===== src/core/imc_pkg.sv =====
// shared constants and types for the mode control block
package imc_pkg;

   // ****************************************
   // register map
   // ****************************************
   localparam logic [7:0]  MODE_CONTROL_OFS   = 8'h24;   // mode control register
   localparam logic [7:0]  TRANSFER_COUNT_OFS = 8'h14;   // transfer count register

   // ****************************************
   // mode control field positions
   // ****************************************
   localparam int NOACK_BIT    = 15;                     // no-acknowledge request
   localparam int FREE_BIT     = 14;                     // emulation bit, no effect
   localparam int START_BIT    = 13;                     // start request
   localparam int STOP_BIT     = 11;                     // stop request
   localparam int MASTER_BIT   = 10;                     // master select
   localparam int TRANSMIT_BIT = 9;                      // transmit select
   localparam int REPEAT_BIT   = 7;                      // repeat mode select
   localparam int LOW_MSB      = 9;                      // top of plain low fields
   localparam int COUNT_W      = 16;                     // transfer count width
   localparam int CNT_W        = 17;                     // internal counter width

   // ****************************************
   // reset values and counts
   // ****************************************
   localparam logic [LOW_MSB:0]   LOW_RESET   = 10'h000;   // low fields after reset
   localparam logic [COUNT_W-1:0] COUNT_RESET = 16'h0000;  // transfer count after reset
   localparam logic [CNT_W-1:0]   CNT_FULL    = 17'h10000; // counter load for count zero
   localparam logic [CNT_W-1:0]   CNT_ONE     = 17'h00001; // last word still pending
   localparam logic [CNT_W-1:0]   CNT_ZERO    = 17'h00000; // counter exhausted
   localparam logic [31:0]        RDATA_NONE  = 32'h00000000; // unmapped read value

   // ****************************************
   // master sequence states, gray along the path
   // ****************************************
   typedef enum logic [1:0] {
      IMC_IDLE  = 2'b00,
      IMC_START = 2'b01,
      IMC_XFER  = 2'b11,
      IMC_STOP  = 2'b10
   } imc_state_t;

endpackage : imc_pkg


===== src/core/imc_mode_control.sv =====
// mode control register and start/stop/acknowledge sequencing of the i2c controller
// Operation
// - reserved bits read zero, writes ignored
// - slave receiver acknowledges unless nack requested
// - master receiver nacks when counter reaches zero
// - nack request sends nack, then self-clears
// - emulation bit stored but has no effect
// - start request makes start, then self-clears
// - slave without start request ignores bus
// - slave with start request serves master
// - stop request stops once counter is zero
// - stop request self-clears after stop done
// - repeat, start, stop bound master transfers
// - master select drops to slave on stop
// - count zero loads counter with 65536
// - repeat mode runs until stop request
//
// Design decision made here: strobed register access.
module imc_mode_control
   import imc_pkg::*;
(
   // clock and reset
   input  wire logic                core_clk,
   input  wire logic                rst_n,
   // register port
   input  wire logic [7:0]          reg_addr,
   input  wire logic [31:0]         reg_wdata,
   input  wire logic                reg_wr,
   input  wire logic                reg_rd,
   output logic      [31:0]         reg_rdata,
   // events from the bit engine
   input  wire logic                eng_start_done,
   input  wire logic                eng_stop_done,
   input  wire logic                eng_ack_slot,
   input  wire logic                eng_word_done,
   // commands to the bit engine
   output logic                     gen_start,
   output logic                     gen_stop,
   output logic                     ack_nack,
   output logic                     slave_listen,
   output logic                     master_mode,
   output logic                     transmit_mode
);
   import imc_pkg::*;

   // ****************************************
   // overview
   // ****************************************
   // software writes one-shot requests into the mode control register;
   // the sequence below turns them into start and stop commands for the
   // bit engine, which answers each with a done pulse. the engine also
   // reports the last data bit of each received byte (ack slot) and the
   // end of each word, from which the acknowledge level and the word
   // counter are kept.
   // limitation: the emulation bit is only stored; the block always runs
   // free, so a debugger halt never freezes a transfer half way.
   // trade-off: requests latch on a written one and are cleared only by
   // hardware (or by a slave dropping its start request), so a
   // read-modify-write never cancels a pending request.

   // ****************************************
   // reset release
   // ****************************************
   logic        rst_meta;                 // first release stage
   logic        rst_sync_n;               // released reset for the block

   // two stages so release never lands near a clock edge;
   // assertion stays asynchronous so a dead clock still clears the block,
   // release costs two cycles, which software never sees in practice
   always_ff @(posedge core_clk or negedge rst_n) begin
      if (!rst_n) begin
         rst_meta   <= 1'b0;
         rst_sync_n <= 1'b0;
      end else begin
         rst_meta   <= 1'b1;
         rst_sync_n <= rst_meta;
      end
   end

   // ****************************************
   // state
   // ****************************************
   // software visible fields
   logic                 noack_request;     // one-shot nack request
   logic                 free_bit;          // emulation bit
   logic                 start_request;     // one-shot start request
   logic                 stop_request;      // stop request
   logic                 master_select;     // master when set
   logic [LOW_MSB:0]     low_fields;        // transmit, addressing, repeat, etc
   logic [COUNT_W-1:0]   transfer_count_value; // programmed word count
   // hidden sequencing state
   logic [CNT_W-1:0]     word_cnt;          // internal transfer counter
   imc_state_t           state;             // master sequence state

   // ****************************************
   // next values
   // ****************************************
   // register fields
   logic                 next_noack_request;        // nack request after this edge
   logic                 next_free_bit;             // emulation bit after this edge
   logic                 next_start_request;        // start request after this edge
   logic                 next_stop_request;         // stop request after this edge
   logic                 next_master_select;        // master select after this edge
   logic [LOW_MSB:0]     next_low_fields;           // low fields after this edge
   logic [COUNT_W-1:0]   next_transfer_count_value; // count after this edge
   // sequencing
   logic [CNT_W-1:0]     next_word_cnt;             // counter after this edge
   imc_state_t           next_state;                // state after this edge
   // outputs
   logic [31:0]          next_reg_rdata;            // read data for the next cycle
   logic                 next_gen_start;            // start command
   logic                 next_gen_stop;             // stop command
   logic                 next_ack_nack;             // acknowledge level
   logic                 next_slave_listen;         // slave serving the bus
   logic                 next_master_mode;          // master mode output
   logic                 next_transmit_mode;        // transmit mode output

   // ****************************************
   // address decode
   // ****************************************
   logic                 wr_mode;           // write hits mode control
   logic                 wr_count;          // write hits transfer count
   logic                 repeat_on;         // repeat mode selected
   logic                 last_word;         // this word empties the counter

   // the count register is only sampled at start, so a rewrite during a
   // transfer shapes the next transfer, never the running one
   assign wr_mode   = reg_wr && (reg_addr == MODE_CONTROL_OFS);
   assign wr_count  = reg_wr && (reg_addr == TRANSFER_COUNT_OFS);
   assign repeat_on = low_fields[REPEAT_BIT];
   assign last_word = (word_cnt == CNT_ONE) || (word_cnt == CNT_ZERO);

   // ****************************************
   // register and sequence next values
   // ****************************************
   // hardware clears are applied first, software writes after them,
   // so a set written in the same cycle as a clear is never lost
   always_comb begin
      next_noack_request        = noack_request;
      next_free_bit             = free_bit;
      next_start_request        = start_request;
      next_stop_request         = stop_request;
      next_master_select        = master_select;
      next_low_fields           = low_fields;
      next_transfer_count_value = transfer_count_value;
      next_word_cnt             = word_cnt;
      next_state                = state;
      next_ack_nack             = ack_nack;

      // words counted down only outside repeat mode; kept ahead of the
      // sequence so a counter load at start wins over a word ending then
      if (eng_word_done && !repeat_on && word_cnt != CNT_ZERO) begin
         next_word_cnt = word_cnt - CNT_ONE;
      end

      // sequence of one master transfer
      unique case (state)
         IMC_IDLE: begin
            // a slave never leaves idle, so it never drives a start
            if (master_select && start_request) begin
               next_state = IMC_START;
            end
         end
         IMC_START: begin
            if (eng_start_done) begin
               next_start_request = 1'b0;
               // zero count means the full 65536 words
               next_word_cnt = (transfer_count_value == COUNT_RESET) ?
                               CNT_FULL : {1'b0, transfer_count_value};
               next_state    = IMC_XFER;
            end
         end
         IMC_XFER: begin
            // repeat mode ignores the count and only stops on request
            if (stop_request && (repeat_on || word_cnt == CNT_ZERO)) begin
               next_state = IMC_STOP;
            end else if (start_request && repeat_on) begin
               next_state = IMC_START;
            end
         end
         IMC_STOP: begin
            // dropping master here hands the bus back to other masters
            if (eng_stop_done) begin
               next_stop_request  = 1'b0;
               next_master_select = 1'b0;
               next_state         = IMC_IDLE;
            end
         end
      endcase

      // acknowledge decision at the end of each received byte; the level is
      // held until the next slot, so the engine may sample it at any time
      // between the last data bit and the acknowledge clock
      if (eng_ack_slot) begin
         if (noack_request) begin
            next_ack_nack      = 1'b1;
            next_noack_request = 1'b0;
         end else if (master_select && !repeat_on && last_word) begin
            next_ack_nack = 1'b1;
         end else begin
            next_ack_nack = 1'b0;
         end
      end

      // software writes; request bits other than a slave's start request only latch on a one, so writing back
      // a value read earlier never cancels a request in flight
      if (wr_mode) begin
         if (reg_wdata[NOACK_BIT]) begin
            next_noack_request = 1'b1;
         end
         if (reg_wdata[START_BIT]) begin
            next_start_request = 1'b1;
         end else if (!master_select) begin
            next_start_request = 1'b0;
         end
         if (reg_wdata[STOP_BIT]) begin
            next_stop_request = 1'b1;
         end
         next_free_bit      = reg_wdata[FREE_BIT];
         // master select is plain; only a finished stop clears it by itself
         next_master_select = reg_wdata[MASTER_BIT];
         next_low_fields    = reg_wdata[LOW_MSB:0];
      end
      if (wr_count) begin
         next_transfer_count_value = reg_wdata[COUNT_W-1:0];
      end
   end

   // ****************************************
   // outputs to the bit engine
   // ****************************************
   // commands follow the next state so they rise with it, not a cycle later
   always_comb begin
      next_gen_start     = (next_state == IMC_START);
      next_gen_stop      = (next_state == IMC_STOP);
      // slave serves the bus only while start request is held
      next_slave_listen  = !next_master_select && next_start_request;
      next_master_mode   = next_master_select;
      next_transmit_mode = next_low_fields[TRANSMIT_BIT];
   end

   // ****************************************
   // read path
   // ****************************************
   // read data, one cycle after the strobe and only then
   // unmapped addresses and reserved bits fall through as zero
   always_comb begin
      next_reg_rdata = RDATA_NONE;
      if (reg_rd) begin
         if (reg_addr == MODE_CONTROL_OFS) begin
            next_reg_rdata[NOACK_BIT]  = noack_request;
            next_reg_rdata[FREE_BIT]   = free_bit;
            next_reg_rdata[START_BIT]  = start_request;
            next_reg_rdata[STOP_BIT]   = stop_request;
            next_reg_rdata[MASTER_BIT] = master_select;
            next_reg_rdata[LOW_MSB:0]  = low_fields;
         end else if (reg_addr == TRANSFER_COUNT_OFS) begin
            next_reg_rdata[COUNT_W-1:0] = transfer_count_value;
         end
      end
   end

   // ****************************************
   // registers
   // ****************************************
   // plain register stage; all decisions live in the processes above
   always_ff @(posedge core_clk or negedge rst_sync_n) begin
      if (!rst_sync_n) begin
         noack_request        <= 1'b0;
         free_bit             <= 1'b0;
         start_request        <= 1'b0;
         stop_request         <= 1'b0;
         master_select        <= 1'b0;
         low_fields           <= LOW_RESET;
         transfer_count_value <= COUNT_RESET;
         word_cnt             <= CNT_ZERO;
         state                <= IMC_IDLE;
         reg_rdata            <= RDATA_NONE;
         // outputs sit low in reset so the engine sees no command
         gen_start            <= 1'b0;
         gen_stop             <= 1'b0;
         ack_nack             <= 1'b0;
         slave_listen         <= 1'b0;
         master_mode          <= 1'b0;
         transmit_mode        <= 1'b0;
      end else begin
         noack_request        <= next_noack_request;
         free_bit             <= next_free_bit;
         start_request        <= next_start_request;
         stop_request         <= next_stop_request;
         master_select        <= next_master_select;
         low_fields           <= next_low_fields;
         transfer_count_value <= next_transfer_count_value;
         word_cnt             <= next_word_cnt;
         state                <= next_state;
         reg_rdata            <= next_reg_rdata;
         gen_start            <= next_gen_start;
         gen_stop             <= next_gen_stop;
         ack_nack             <= next_ack_nack;
         slave_listen         <= next_slave_listen;
         master_mode          <= next_master_mode;
         transmit_mode        <= next_transmit_mode;
      end
   end

endmodule : imc_mode_control


===== config.mk =====
export PLATFORM = sky130hd
export DESIGN_NAME = imc_mode_control
export DESIGN_NICKNAME = d
export VERILOG_FILES = /design/src/core/imc_pkg.sv /design/src/core/imc_mode_control.sv
export SDC_FILE = /design/constraint.sdc
export NUM_CORES = 1
export LEC_CHECK = 0
export BUFFER_PORTS_ARGS = -buffer_cell sky130_fd_sc_hd__buf_2
export CORE_UTILIZATION = 39
export DETAILED_ROUTE_END_ITERATION = 10
export GPL_ROUTABILITY_DRIVEN = 1
export SETUP_SLACK_MARGIN = 0.3
export SLEW_MARGIN = 5
export SYNTH_ARGS = -nofsm -noshare
export SYNTH_HDL_FRONTEND = slang
export SYNTH_SLANG_ARGS = --single-unit

===== constraint.sdc =====
create_clock -name core_clk -period 2.7 [get_ports core_clk]
set_clock_uncertainty 0.2 [all_clocks]
set_input_delay 0.81 -clock core_clk [delete_from_list [all_inputs] [get_ports core_clk]]
set_output_delay 0.81 -clock core_clk [all_outputs]
set_load 0.02 [all_outputs]

## Yosys cells after proc, flatten, opt, wreduce, memory -nomap -nowiden

Index checks and enable logic that the tools add are counted.

- Bits in registers: 72
- Latch bits: 0
- Bits in writable memories: 0
- Memory bits (read-only): 0
- Input bits: 48
- Output and inout bits: 38
- Logic and storage cells: 77
- Memories kept: 0

- Add/subtract/negate cells: 1
- Multipliers: 0
- Divide/modulo/power cells: 0
- Magnitude comparators: 0
- Equality and inequality tests: 8
- Shifts and indexed selects: 0
- Mux-type cells: 33
- Bitwise logic cells: 0
- Reduce and logical (&&, ||, !) cells: 18

Operators with widths:

| operator | number |
|---|---|
| $mux 17 | 4 |
| $mux 16 | 2 |
| $mux 1 | 18 |
| $eq 17x1->1 const B | 1 |
| $logic_not 17->1 | 1 |
| $reduce_bool 17->1 | 1 |
| $sub 17x1->17 const B | 1 |
| $logic_not 16->1 | 1 |
| $mux 12 | 1 |
| $logic_and 1x1->1 | 10 |
| $mux 10 | 1 |
| $mux 2 | 5 |
| $eq 8x5->1 const B | 1 |
| $eq 8x6->1 const B | 1 |
| $pmux 2 s4 | 1 |
| $eq 2x2->1 const B | 3 |
| $eq 2x1->1 const B | 2 |
| $mux 3 | 1 |
| $logic_not 1->1 | 2 |
| $logic_not 2->1 | 1 |
| $logic_or 1x1->1 | 2 |

## Longest topological paths before layout

Gate-level depths: netlist of run 1.

- Depth after elaboration: 6
- Gate-level depth with buffers: 7
- Gate-level depth less buffers: 6

## Least setup slack after synthesis of run 1

Ideal clock, no wire load.

- Path type: reg2reg
- Start: register word_cnt[0]
- End: register word_cnt[0]
- Library setup time: 124 ps
- Arrival: 2251 ps
- Required time: 2376 ps
- Setup slack: 125 ps
- Cell stages (with the launch flop): 8
- Path buffers: 1
- Period minus slack after synthesis: 2575 ps
- Cell sequence: dfrtp_1 -> inv_1 -> ha_1 -> or4b_2 -> or4_4 -> buf_6 -> and4_4 -> a211o_1

- Longest elaborated chain between the ends: 5
- Elaborated cells between the ends (all ways): 6
- Those cells by class: 1 x add/sub; 3 x mux; 2 x reduce/logical

Ends and longest elaborated chain:

| what | RTL line | source |
|---|---|---|
| start: declaration | imc_mode_control.sv:92 | `logic [CNT_W-1:0] word_cnt;` |
| start signal: assignment | imc_mode_control.sv:294 | `word_cnt <= next_word_cnt;` |
| parallel branches: the longest is 2 deep, another holds $sub 17x1->17 | - |  |
| $mux 17 (*) | imc_mode_control.sv:152 | `if (eng_word_done && !repeat_on && word_cnt != CNT_ZERO) begin` |
| $mux 17 | imc_mode_control.sv:165 | `if (eng_start_done) begin` |
| $mux 17 (*) | imc_mode_control.sv:157 | `unique case (state)` |
| net next_word_cnt[0] | imc_mode_control.sv:107 | `logic [CNT_W-1:0] next_word_cnt;` |

Mark *: on every way through the listed nets, which the timed path passes.
A chain may end at the register's enable or synchronous reset.

## Worst setup path in the final report of run 1

- Start: register word_cnt[1]
- End: register word_cnt[0]

- Longest elaborated chain between the ends: 5

Ends and longest elaborated chain:

| what | RTL line |
|---|---|
| $reduce_bool 17->1 (*) | imc_mode_control.sv:152 |
| $logic_and 1x1->1 (*) | imc_mode_control.sv:152 |
| $mux 17 (*) | imc_mode_control.sv:152 |
| $mux 17 | imc_mode_control.sv:165 |
| $mux 17 (*) | imc_mode_control.sv:157 |
| net next_word_cnt[0] | imc_mode_control.sv:107 |

The timed path passes the listed nets; every way through them passes the cells marked *.

==> results of run 1 <==
==> cell families (layout without fill, tap and decap cells) <==
| kind of cell | after synthesis | in the layout | synth area share |
|---|---|---|---|
| AOI/OAI and AO/OA | 68 | 68 | 0.148 |
| and+or+nand+nor | 109 | 109 | 0.177 |
| buffers and inverters | 40 | 102 | 0.0636 |
| DFF | 72 | 72 | 0.523 |
| muxes | 23 | 23 | 0.0752 |
| other | 2 | 17 | 0.00218 |
| adders and majority gates | 3 | 3 | 0.0109 |
==> metrics by stage <==
| step | power (uW) | setup slack, ns | hold slack (ns) |
|---|---|---|---|
| final | 2850 | 0.323 | 0.0230 |
| after global routing | 3010 | 0.279 | 0.00808 |
| after CTS | 2800 | 0.301 | 0.00987 |
| after detailed placement | 1870 | 0.206 | 0.0489 |
| after global placement | 1850 | 0.198 | 0.0418 |
| after floorplan | 1720 | 0.271 | 0.131 |
==> per-layer routing <==
metal	vias to the layer above	part of all wire	global-route usage
met3	15	0.053	0.0466
met4	0	0.023	0.0883
met5	-	0	0
met1	1362	0.47	0.276
met2	93	0.46	0.284
li1	1303	-	-
==> cells in the final DEF (no fill, tap or decap), types with 3 or more instances in the layout <==
| cell type | Yosys | final |
|---|---|---|
| sky130_fd_sc_hd__mux2_2 | 23 | 23 |
| sky130_fd_sc_hd__clkbuf_8 | 0 | 10 |
| sky130_fd_sc_hd__o21ai_0 | 11 | 11 |
| sky130_fd_sc_hd__o31ai_1 | 3 | 3 |
| sky130_fd_sc_hd__nor4b_1 | 5 | 3 |
| sky130_fd_sc_hd__a31oi_1 | 8 | 8 |
| sky130_fd_sc_hd__a21oi_2 | 0 | 3 |
| sky130_fd_sc_hd__o311ai_0 | 4 | 4 |
| sky130_fd_sc_hd__buf_4 | 16 | 22 |
| sky130_fd_sc_hd__a211o_1 | 4 | 4 |
| sky130_fd_sc_hd__nand3b_1 | 3 | 3 |
| sky130_fd_sc_hd__buf_2 | 1 | 53 |
| sky130_fd_sc_hd__nor4_1 | 9 | 7 |
| sky130_fd_sc_hd__dfrtp_1 | 72 | 71 |
| sky130_fd_sc_hd__nor2_1 | 20 | 20 |
| sky130_fd_sc_hd__o41ai_1 | 3 | 3 |
| sky130_fd_sc_hd__nand2_1 | 19 | 19 |
| sky130_fd_sc_hd__and2_1 | 3 | 3 |
| sky130_fd_sc_hd__inv_1 | 9 | 7 |
| sky130_fd_sc_hd__a221o_1 | 3 | 3 |
| sky130_fd_sc_hd__conb_1 | 2 | 17 |
| sky130_fd_sc_hd__or4_4 | 1 | 3 |
| sky130_fd_sc_hd__nor3_1 | 9 | 9 |
| sky130_fd_sc_hd__or4_1 | 6 | 4 |
| sky130_fd_sc_hd__nand3_1 | 11 | 11 |
| sky130_fd_sc_hd__a22o_1 | 14 | 14 |
| sky130_fd_sc_hd__nand4_1 | 6 | 6 |
| sky130_fd_sc_hd__nor2b_1 | 5 | 5 |
==> flip-flops by register name, indices dropped and copies added, names as in the netlist, 2 cells and up <==
| name | cells |
|---|---|
| low_fields | 10 |
| reg_rdata | 16 |
| state | 2 |
| transfer_count_value | 16 |
| word_cnt | 17 |
==> timing repair <==
action,4_1_cts,5_1_grt
setup endpoints to repair,6,8
setup buffers,4,6
hold buffers,0,0
pin swaps,2,4
resized for setup,5,8
==> power groups by stage <==
| stage | clock (uW) | sequential (uW) | combinational [uW] |
|---|---|---|---|
| final | 888 | 1350 | 610 |
| after global placement | 0 | 1360 | 493 |
| after floorplan | 0 | 1330 | 394 |
| after detailed placement | 0 | 1360 | 502 |
| after global routing | 959 | 1370 | 680 |
| after CTS | 914 | 1340 | 547 |
==> critical path: cells and delay by family (launching register included) <==
family	cells	cell delay, ns
flip-flops	1	0.40
AND/OR/NAND/NOR	3	1.21
adder cells (fa/ha/maj)	1	0.14
buffers and inverters	1	0.10
AO/OA/AOI/OAI	1	0.22
==> final timing paths <==
path / startpoint / endpoint / cells after the start
setup / recovery: word_cnt[1] / word_cnt[0] / 6
hold / removal: rst_n / rst_sync_n / 1
setup reg to reg: word_cnt[1] / word_cnt[0] / 6
hold reg to reg: rst_sync_n / low_fields[0] / 0
max in group asynchronous: rst_sync_n / transfer_count_value[12] / 1
min in group core_clk: rst_meta / rst_sync_n / 0
==> area by class of cell <==
cell class	instances	area [um^2]	share of cell area
Clock buffer	11	141	0.0337
Clock inverter	5	63.8	0.0152
Inverter	9	33.8	0.00805
Multi-Input combinational cell	220	1560	0.372
Sequential cell	72	1800	0.430
Tap cell	105	131	0.0313
Timing Repair Buffer	77	462	0.110
==> summary.txt, run 1 <==
Global route
  • GRT Resource Usage Total: 0.196
  • Overall overflow remaining after global route: 0
  • Via count of the first global-routing pass: approximately 2600
  • Largest net degree at the start of global routing: 50
  • Global-route wire length before repair: 13300 um
  • Antenna violations before repair: 0

Drt
  • Wirelength, routed: around 8300 um
  • Antenna-violating nets left: 0
  • Vias post-DR: 2773
  • Average via count per standard cell: 5.56
  • DRC: 0
  • 1st-iter DRT viols: 221
  • Wire length per cell after detailed routing: roughly 17 um
  • Drt first pass iters: 4

Place
  • Placed cells: 473
  • Area of placed instances: 3850 um^2
  • Final Wtd Congestion: 0.853
  • Input/output buffers: 53
  • DP HPWL: 5730 um

Floorplan
  • Area of the die: slightly above 9000 um^2
  • Initial standard-cell utilization of the core: 0.411
  • Number of top-level pins: between 80 and 90
  • Chip width: 96.0 um
  • Die height: 96.0 um
  • Core area: between 8000 and 9000 um^2
  • Number of placement rows: 33

Worst setup path
  • Cell-by-cell listing of the critical path: inv_2 -> ha_4 -> or4b_4 -> or4_4 -> and4_4 -> a211o_1
  • WP data arrival: 2.42 ns
  • Data required time of the critical path: 2.74 ns
  • Stage delay of the slowest cell on the critical path: 0.58 ns
  • Maximum fanout along the worst path: 5
  • Crit path launch type: flop
  • CP max stage cell: sky130_fd_sc_hd__or4_4
  • Crit Path Class: reg -> reg
  • Flop2flop setup slack: 0.32 ns
  • Endpoint type of the worst setup path: flop

Clock tree
  • CTS tree: yes
  • Insertion delay to the later sink of the worst-skew pair: 0.36 ns
  • Register clock-pin slew on the reported worst setup and hold paths: ~0.080 ns
  • Inserted Clock Buffers: 9
  • H-tree lvl count: 3
  • Max Buffers Root-to-Sink: 2
  • Clock root buffer: sky130_fd_sc_hd__clkbuf_8
  • Clk sinks: 72

Power and ir drop
  • Static Leak: 0.00204 uW
  • Internal power: 1920 uW
  • Part of the power in combinational logic: 0.214
  • Fraction of power consumed by the clock network: 0.312
  • Power density normalized to cell area: about 680 nW/um^2
  • Switch Pwr: about 900 uW
  • Worst IR drop on VDD: roughly 330 uV
  • Switching fraction of total power: 0.324
  • Proportion of power drawn by flip-flops and latches: 0.474

Logic synthesis
  • Number of warnings printed during yosys synthesis: 0
  • Sequential fraction of the synthesis area: 0.523
  • Cell accounting for the most synthesized area: sky130_fd_sc_hd__dfrtp_1
  • Leading cell types by count after synthesis: sky130_fd_sc_hd__dfrtp_1 (72), sky130_fd_sc_hd__mux2_2 (23), sky130_fd_sc_hd__nor2_1 (20)
  • Dominant cells by area after synthesis: sky130_fd_sc_hd__dfrtp_1 (52%), sky130_fd_sc_hd__mux2_2 (7.5%), sky130_fd_sc_hd__a22o_1 (3.6%)
  • Mapped Cells: roughly 320
  • Mapped cell area: 3440 um^2
  • Post-synth top area share: 0.523
  • FFs w/ async S/R, synth: 1.00
  • Number of unique standard cell types used by synthesis: 48
  • Number of storage elements in the synthesis netlist: 72
  • Avg Cell Area, Syn: 10.9 um^2
  • Top_reg_cell synth: sky130_fd_sc_hd__dfrtp_1
  • Number of synthesized flops with an enable pin: 0
  • Leading cell type by number of instances after synthesis: sky130_fd_sc_hd__dfrtp_1

Final layout
  • Layout cell share with drive strength beyond 1: 0.350
  • Core occupancy in the finished layout: 0.500
  • Net total in the final layout: 440
  • Synth-to-Final Area Change: 21.8%
  • Ant diodes: 0
  • Finished layout cell area: 4190 um^2
  • Non-filler instance count after layout: 499
  • Filler cells: 769

STA
  • Setup violators final: 0
  • Slew Limit Headroom: 0.571
  • Maximum achievable frequency: roughly 0.42 GHz
  • Count of endpoints failing hold in the final timing report: 0
  • Setup total negative slack: 0 ns
  • Min cycle time layout: between 2 and 2.5 ns
  • Final Slew Violations: 0
  • Least-Margin Pin Slew: 0.638 ns
  • RSZ-0062 raised after global routing: yes
  • Period utilisation layout: 0.880

Hold path
  • Worst hold path type: in -> async

Run status
  • Result of the run: complete, no violations

Run
  • Max-capacitance violation count: 0
No activity file was read; power rests on OpenSTA's default activity.
==> inputs of run 2 (changes only) <==
--- a/config.mk
+++ b/config.mk
@@ -9,6 +9,8 @@
 export CORE_UTILIZATION = 39
 export DETAILED_ROUTE_END_ITERATION = 10
 export GPL_ROUTABILITY_DRIVEN = 1
+export HOLD_SLACK_MARGIN = 0.02
+export PLACE_DENSITY = 0.64
 export SETUP_SLACK_MARGIN = 0.3
 export SLEW_MARGIN = 5
 export SYNTH_ARGS = -nofsm -noshare
==> run 2 against run 1 <==
Effect of this change:
- critical path depth is the same
- sequential share of layout area grew 0.36 points
- flip-flop and latch count is the same
- clock power is essentially flat
- clock-buffer cell count grew 1
- power shrank 0.67%
- global-route usage shrank 0.94 points
- final area shrank 0.84%
- core utilization shrank 0.42 points
- via count shrank 0.87%
- hold slack gained 0.12 ns
- worst setup slack lost 0.010 ns
- critical endpoint unchanged
- largest power group unchanged
==> summary.txt, run 2 (synthesis results as in run 1) <==
Worst setup path
  • Cell-by-cell listing of the critical path: inv_2 -> ha_4 -> or4b_4 -> or4_4 -> and4_4 -> a211o_1
  • Data required time of the critical path: 2.74 ns (about the same)
  • Endpoint type of the worst setup path: flop
  • Stage delay of the slowest cell on the critical path: 0.54 ns (-0.04 ns)
  • Crit Path Class: reg -> reg
  • Largest delay contributor family on the critical path: simple AND/OR/NAND/NOR gates
  • CP max stage cell: sky130_fd_sc_hd__or4_4
  • R2R Path Start: word_cnt[1]
  • Crit path launch type: flop
  • WP data arrival: 2.43 ns (about the same)
  • Maximum fanout along the worst path: 5 (unchanged)
  • First element of the critical path: word_cnt[1]
  • Crit path buffers/inverters: 1 (unchanged)

Global route
  • Antenna violations before repair: 0 (unchanged)
  • Largest net degree at the start of global routing: 38 (-24%)
  • Overall overflow remaining after global route: 0 (unchanged)
  • Global-route wire length before repair: 12800 um (-3.5%)
  • Via count of the first global-routing pass: 2557 (-2.4%)
  • GRT Resource Usage Total: 0.186 (-0.00945)

Floorplan
  • Initial standard-cell utilization of the core: 0.411 (unchanged)
  • Die height: 96.0 um (unchanged)
  • Number of placement rows: 33 (unchanged)
  • Number of top-level pins: 86 (unchanged)
  • Area of the die: 9210 um^2 (unchanged)
  • Chip width: 96.0 um (unchanged)
  • Core area: 8380 um^2 (unchanged)

Clock tree
  • Max Buffers Root-to-Sink: 2 (unchanged)
  • Register clock-pin slew on the reported worst setup and hold paths: 0.08 ns (about the same)
  • Clk sinks: 72 (unchanged)
  • Insertion delay to the later sink of the worst-skew pair: 0.35 ns (about the same)
  • CTS tree: yes
  • Clock root buffer: sky130_fd_sc_hd__clkbuf_8
  • Inserted Clock Buffers: 9 (unchanged)
  • H-tree lvl count: 3 (unchanged)

Hold path
  • Worst hold path type: reg -> async

Drt
  • Wirelength, routed: 7980 um (-4.2%)
  • Drt first pass iters: 4 (unchanged)
  • Vias post-DR: 2749 (-0.87%)
  • Average via count per standard cell: 5.53 (-0.47%)
  • 1st-iter DRT viols: 215 (-2.7%)
  • DRC: 0 (unchanged)
  • Antenna-violating nets left: 0 (unchanged)
  • Wire length per cell after detailed routing: 16.1 um (-3.8%)

Place
  • Placed cells: 473 (unchanged)
  • Final Wtd Congestion: 0.875 (+2.5%)
  • DP HPWL: 5630 um (-1.9%)
  • Input/output buffers: 53 (unchanged)
  • Dpl ws: 0.191 ns (-0.0153 ns)

Run
  • Max-capacitance violation count: 0 (unchanged)

Final layout
  • Layout cell share with drive strength beyond 1: 0.337 (-0.0135)
  • Non-filler instance count after layout: 497 (-0.40%)
  • Number of flip-flops in the largest register: 17 (unchanged)
  • Largest registers ranked by flip-flop count: word_cnt x17, reg_rdata x16, transfer_count_value x16
  • Most flop-heavy register: word_cnt
  • Net total in the final layout: 438 (-0.45%)
  • Synth-to-Final Area Change: 20.7%
  • Ant diodes: 0 (unchanged)
  • Highest-count cells in the layout ignoring fill and taps: sky130_fd_sc_hd__dfrtp_1 (71), sky130_fd_sc_hd__buf_2 (53), sky130_fd_sc_hd__mux2_2 (23), sky130_fd_sc_hd__nor2_1 (20), sky130_fd_sc_hd__buf_4 (20)
  • Most common cell after layout, fill and taps aside: sky130_fd_sc_hd__dfrtp_1

STA
  • Least-Margin Pin Slew: 0.754 ns (+0.117 ns)
  • Min cycle time layout: 2.39 ns (+0.0105 ns)
  • Setup WS post-layout: 0.313 ns (-0.0105 ns)
  • Setup violators final: 0 (unchanged)
  • Setup total negative slack: 0 ns (unchanged)
  • RSZ-0062 raised after global routing: yes
  • Slew Limit Headroom: 0.497 (-0.0740)
  • Count of endpoints failing hold in the final timing report: 0 (unchanged)
  • Maximum achievable frequency: 0.419 GHz (-0.44%)
  • Final Slew Violations: 0 (unchanged)
  • Period utilisation layout: 0.884 (+0.00389)
  • Hold Slack: 0.145 ns (+0.122 ns)

Power and ir drop
  • Power density normalized to cell area: 680 nW/um^2 (+0.17%)
  • Static Leak: 0.00203 uW (-0.60%)
  • Worst IR drop on VDD: 356 uV (+9.4%)

Run status
  • Result of the run: complete, no violations
## run 2: changes by cell type in the layout (fill, tap and decap cells not counted), moves of 2 or more
cell and delta:
sky130_fd_sc_hd__a21oi_1 +2, sky130_fd_sc_hd__nor4_2 +2, sky130_fd_sc_hd__buf_4 -2, sky130_fd_sc_hd__a21oi_2 -2
## run 2: worst register-to-register path, stage by stage (launching register included)
cell and delay, ns:
sky130_fd_sc_hd__dfrtp_1 0.40, sky130_fd_sc_hd__inv_2 0.09, sky130_fd_sc_hd__ha_4 0.15, sky130_fd_sc_hd__or4b_4 0.48
sky130_fd_sc_hd__or4_4 0.54, sky130_fd_sc_hd__and4_4 0.21, sky130_fd_sc_hd__a211o_1 0.21
## run 2: report_power, final
| group | switching (uW) | leakage [uW] | internal [uW] |
|---|---|---|---|
| Clock | 411 | 0.000103 | 480 |
| Sequential | 171 | 0.000964 | 1190 |
| Combinational | 313 | 0.000959 | 267 |
## run 2: what timing repair did
item / 4_1_cts / 5_1_grt
gates resized for setup: 5 / 3
pin swaps: 2 / 0
hold buffers: 1 / 0
hold endpoints to repair: 2 / 0
endpoints found under the setup margin: 6 / 6
buffers inserted: 4 / 3
## run 2: layout make-up
class / count / area [um^2]
Clock buffer: 12 / 155
Clock inverter: 4 / 51.3
Fill cell: 765 / 4220
Inverter: 9 / 33.8
Multi-Input combinational cell: 220 / 1540
Sequential cell: 72 / 1800
Tap cell: 105 / 131
Timing Repair Buffer: 75 / 445
## run 2: worst paths after layout
| path | slack, ns | cells after the start | end |
|---|---|---|---|
| worst max-delay path | 0.31 | 6 | word_cnt[0] |
| worst min-delay path | 0.15 | 0 | reg_rdata[1] |
| worst max register to register | 0.31 | 6 | word_cnt[0] |
| worst min register to register | 0.15 | 0 | reg_rdata[1] |
| max in group asynchronous | 1.49 | 1 | transfer_count_value[12] |
| min in group core_clk | 0.15 | 0 | rst_sync_n |
## run 2: per-stage QoR
step / utilization / power [uW] / instance area [um^2]
floorplan: - / 1720 / 3520
global placement: 0.459 / 1840 / 3850
detailed placement: 0.459 / 1860 / 3850
CTS: 0.492 / 2800 / 4120
global route: 0.496 / 2990 / 4160
finish: 0.496 / 2830 / 4160
## run 2: per-layer routing
layer	wire [um]	vias to the layer above	GRT usage
met2	3770	88	0.277
met3	380	18	0.0403
met1	3670	1348	0.261
met5	0	-	0
li1	-	1295	-
met4	169	0	0.0796
==> inputs of run 3 (changes only) <==
--- a/config.mk
+++ b/config.mk
@@ -5,7 +5,7 @@
 export SDC_FILE = /design/constraint.sdc
 export NUM_CORES = 1
 export LEC_CHECK = 0
-export BUFFER_PORTS_ARGS = -buffer_cell sky130_fd_sc_hd__buf_2
+export BUFFER_PORTS_ARGS = -buffer_cell sky130_fd_sc_hd__clkbuf_2
 export CORE_UTILIZATION = 39
 export DETAILED_ROUTE_END_ITERATION = 10
 export GPL_ROUTABILITY_DRIVEN = 1
==> run 3 against run 2 <==
Effect of this change:
- power up 1.5%
- critical endpoint unchanged
- final area up 0.36%
- worst setup slack worse by 0.0012 ns
- via count down 0.40%
==> summary.txt, run 3 (synthesis results as in run 1) <==
Final layout
  • Core occupancy in the finished layout: 0.498 (+0.00179)
  • Synth-to-Final Area Change: 21.2%
  • Ant diodes: 0 (unchanged)
  • Most flop-heavy register: word_cnt
  • Most common cell after layout, fill and taps aside: sky130_fd_sc_hd__dfrtp_1
  • Layout cell share with drive strength beyond 1: 0.334 (-0.00255)
  • Net total in the final layout: 438 (unchanged)
  • Highest-count cells in the layout ignoring fill and taps: sky130_fd_sc_hd__dfrtp_1 (71), sky130_fd_sc_hd__clkbuf_2 (53), sky130_fd_sc_hd__mux2_2 (23), sky130_fd_sc_hd__nor2_1 (20), sky130_fd_sc_hd__buf_4 (20)
  • Number of flip-flops in the largest register: 17 (unchanged)
  • Largest registers ranked by flip-flop count: word_cnt x17, reg_rdata x16, transfer_count_value x16
  • Filler cells: 759 (-0.78%)
  • Finished layout cell area: 4170 um^2 (+0.36%)

Drt
  • Wire length per cell after detailed routing: 15.6 um (-3.0%)
  • Vias post-DR: 2738 (-0.40%)
  • 1st-iter DRT viols: 116 (-46%)
  • Drt first pass iters: 4 (unchanged)
  • DRC: 0 (unchanged)
  • Wirelength, routed: 7750 um (-3.0%)
  • Antenna-violating nets left: 0 (unchanged)
  • Average via count per standard cell: 5.51 (-0.40%)

Global route
  • Antenna violations before repair: 0 (unchanged)
  • Via count of the first global-routing pass: 2596 (+1.5%)
  • M2 GR Usage: 0.277 (-0.000591)
  • Largest net degree at the start of global routing: 71 (+87%)
  • Overall overflow remaining after global route: 0 (unchanged)
  • Most used routing layer in global routing: met2
  • Global-route wire length before repair: 12600 um (-1.6%)
  • Met1 capacity usage during global routing: 0.254 (-0.00721)
  • GRT Resource Usage Total: 0.184 (-0.00194)
  • Grt met3 use: 0.0411 (+0.000790)

Place
  • DP HPWL: 5470 um (-2.7%)
  • Area of placed instances: 3850 um^2 (unchanged)
  • Dpl ws: 0.188 ns (-0.00278 ns)
  • Input/output buffers: 53 (unchanged)
  • Final Wtd Congestion: 0.898 (+2.7%)

Worst setup path
  • Maximum fanout along the worst path: 6 (+1)
  • Stage delay of the slowest cell on the critical path: 0.62 ns (+0.08 ns)
  • Crit Path Class: reg -> reg
  • Cell-by-cell listing of the critical path: or4_4 -> or4_4 -> and4_4 -> a211o_1
  • CP max stage cell: sky130_fd_sc_hd__or4_4
  • Critical path's most frequent cell: sky130_fd_sc_hd__or4_4
  • Largest delay contributor family on the critical path: simple AND/OR/NAND/NOR gates
  • Data required time of the critical path: 2.74 ns (about the same)
  • Crit path buffers/inverters: 0 (-1)
  • Crit path launch type: flop
  • WP data arrival: 2.43 ns (about the same)
  • Endpoint type of the worst setup path: flop

Hold path
  • Worst hold path type: reg -> async

Clock tree
  • H-tree lvl count: 3 (unchanged)
  • Insertion delay to the later sink of the worst-skew pair: 0.35 ns (about the same)
  • Register clock-pin slew on the reported worst setup and hold paths: 0.08 ns (about the same)
  • Clock root buffer: sky130_fd_sc_hd__clkbuf_8
  • CTS tree: yes
  • Inserted Clock Buffers: 9 (unchanged)
  • Clk sinks: 72 (unchanged)
  • Max Buffers Root-to-Sink: 2 (unchanged)

Floorplan
  • Chip width: 96.0 um (unchanged)
  • Initial standard-cell utilization of the core: 0.411 (unchanged)
  • Number of top-level pins: 86 (unchanged)
  • Area of the die: 9210 um^2 (unchanged)
  • Core area: 8380 um^2 (unchanged)
  • Die height: 96.0 um (unchanged)
  • Number of placement rows: 33 (unchanged)

STA
  • Setup violators final: 0 (unchanged)
  • Least-Margin Pin Slew: 0.575 ns (-0.180 ns)
  • Final Slew Violations: 0 (unchanged)
  • Period utilisation layout: 0.885 (about the same)
  • Setup total negative slack: 0 ns (unchanged)
  • Min cycle time layout: 2.39 ns (+0.00118 ns)
  • RSZ-0062 raised after global routing: yes
  • Maximum achievable frequency: 0.419 GHz (about the same)
  • Count of endpoints failing hold in the final timing report: 0 (unchanged)
  • Hold Slack: 0.0785 ns (-0.0666 ns)
  • Setup WS post-layout: 0.311 ns (-0.00118 ns)
  • Slew Limit Headroom: 0.616 (+0.119)

Power and ir drop
  • Power density normalized to cell area: 687 nW/um^2 (+1.1%)
  • Worst IR drop on VDD: 306 uV (-14%)
  • Static Leak: 0.00202 uW (-0.24%)

Run status
  • Result of the run: complete, no violations

Run
  • Max-capacitance violation count: 0 (unchanged)
-- run 3: cell count changes in the layout (fill, tap and decap cells not counted) --
cell / previous run / this run
sky130_fd_sc_hd__buf_2: 53 / 0
sky130_fd_sc_hd__clkbuf_2: 0 / 53
sky130_fd_sc_hd__clkbuf_8: 11 / 9
sky130_fd_sc_hd__a21oi_1: 4 / 5
sky130_fd_sc_hd__a21oi_2: 1 / 0
sky130_fd_sc_hd__bufinv_16: 1 / 2
sky130_fd_sc_hd__clkbuf_1: 1 / 2
sky130_fd_sc_hd__nor4_2: 3 / 2
sky130_fd_sc_hd__nor4_4: 0 / 1
sky130_fd_sc_hd__or4_1: 4 / 3
sky130_fd_sc_hd__or4_4: 3 / 4
-- run 3: what timing repair did --
action                                  4_1_cts  5_1_grt
pin swaps                                     2        1
hold endpoints to repair                      2        0
buffers inserted                              7        0
hold buffers                                  1        0
resized for setup                             4        5
endpoints found under the setup margin        6        6
gates cloned                                  0        0
-- run 3: layout make-up --
class                   instances  area, um^2  share of cell area
multi-input cells             220        1550               0.371
clock buffers                  11         131              0.0315
inverters                       9        33.8             0.00809
repair buffers                 75         445               0.107
clock inverters                 5        81.3              0.0195
well taps                     105         131              0.0315
flip-flops and latches         72        1800               0.432
-- run 3: path summary, 6_finish.rpt --
| kind | startpoint | end | slack [ns] | cells after the start |
|---|---|---|---|---|
| setup / recovery | word_cnt[14] | word_cnt[0] | 0.31 | 4 |
| max in group asynchronous | rst_n | rst_sync_n | 1.62 | 2 |
| min in group core_clk | rst_meta | rst_sync_n | 0.15 | 0 |
| hold reg to reg | rst_sync_n | reg_rdata[1] | 0.08 | 1 |
| hold / removal | rst_sync_n | reg_rdata[1] | 0.08 | 1 |
| setup reg to reg | word_cnt[14] | word_cnt[0] | 0.31 | 4 |
-- run 3: stage by stage --
| step | total power (uW) | instances |
|---|---|---|
| finish | 2870 | 497 |
| detailed placement | 1860 | 473 |
| floorplan | 1720 | 332 |
| global route | 3020 | 497 |
| global placement | 1840 | 473 |
| CTS | 2850 | 497 |
-- run 3: layer usage --
metal	part of all wire	up-vias
met2	0.47	78
met3	0.050	14
met4	0.022	0
li1	-	1298
met1	0.46	1348
met5	0	-
-- run 3: report_power, final --
group	internal (uW)	switching (uW)	total (uW)
clock	523	408	931
combinational	270	326	596
sequential	1190	155	1340
total	1980	889	2870
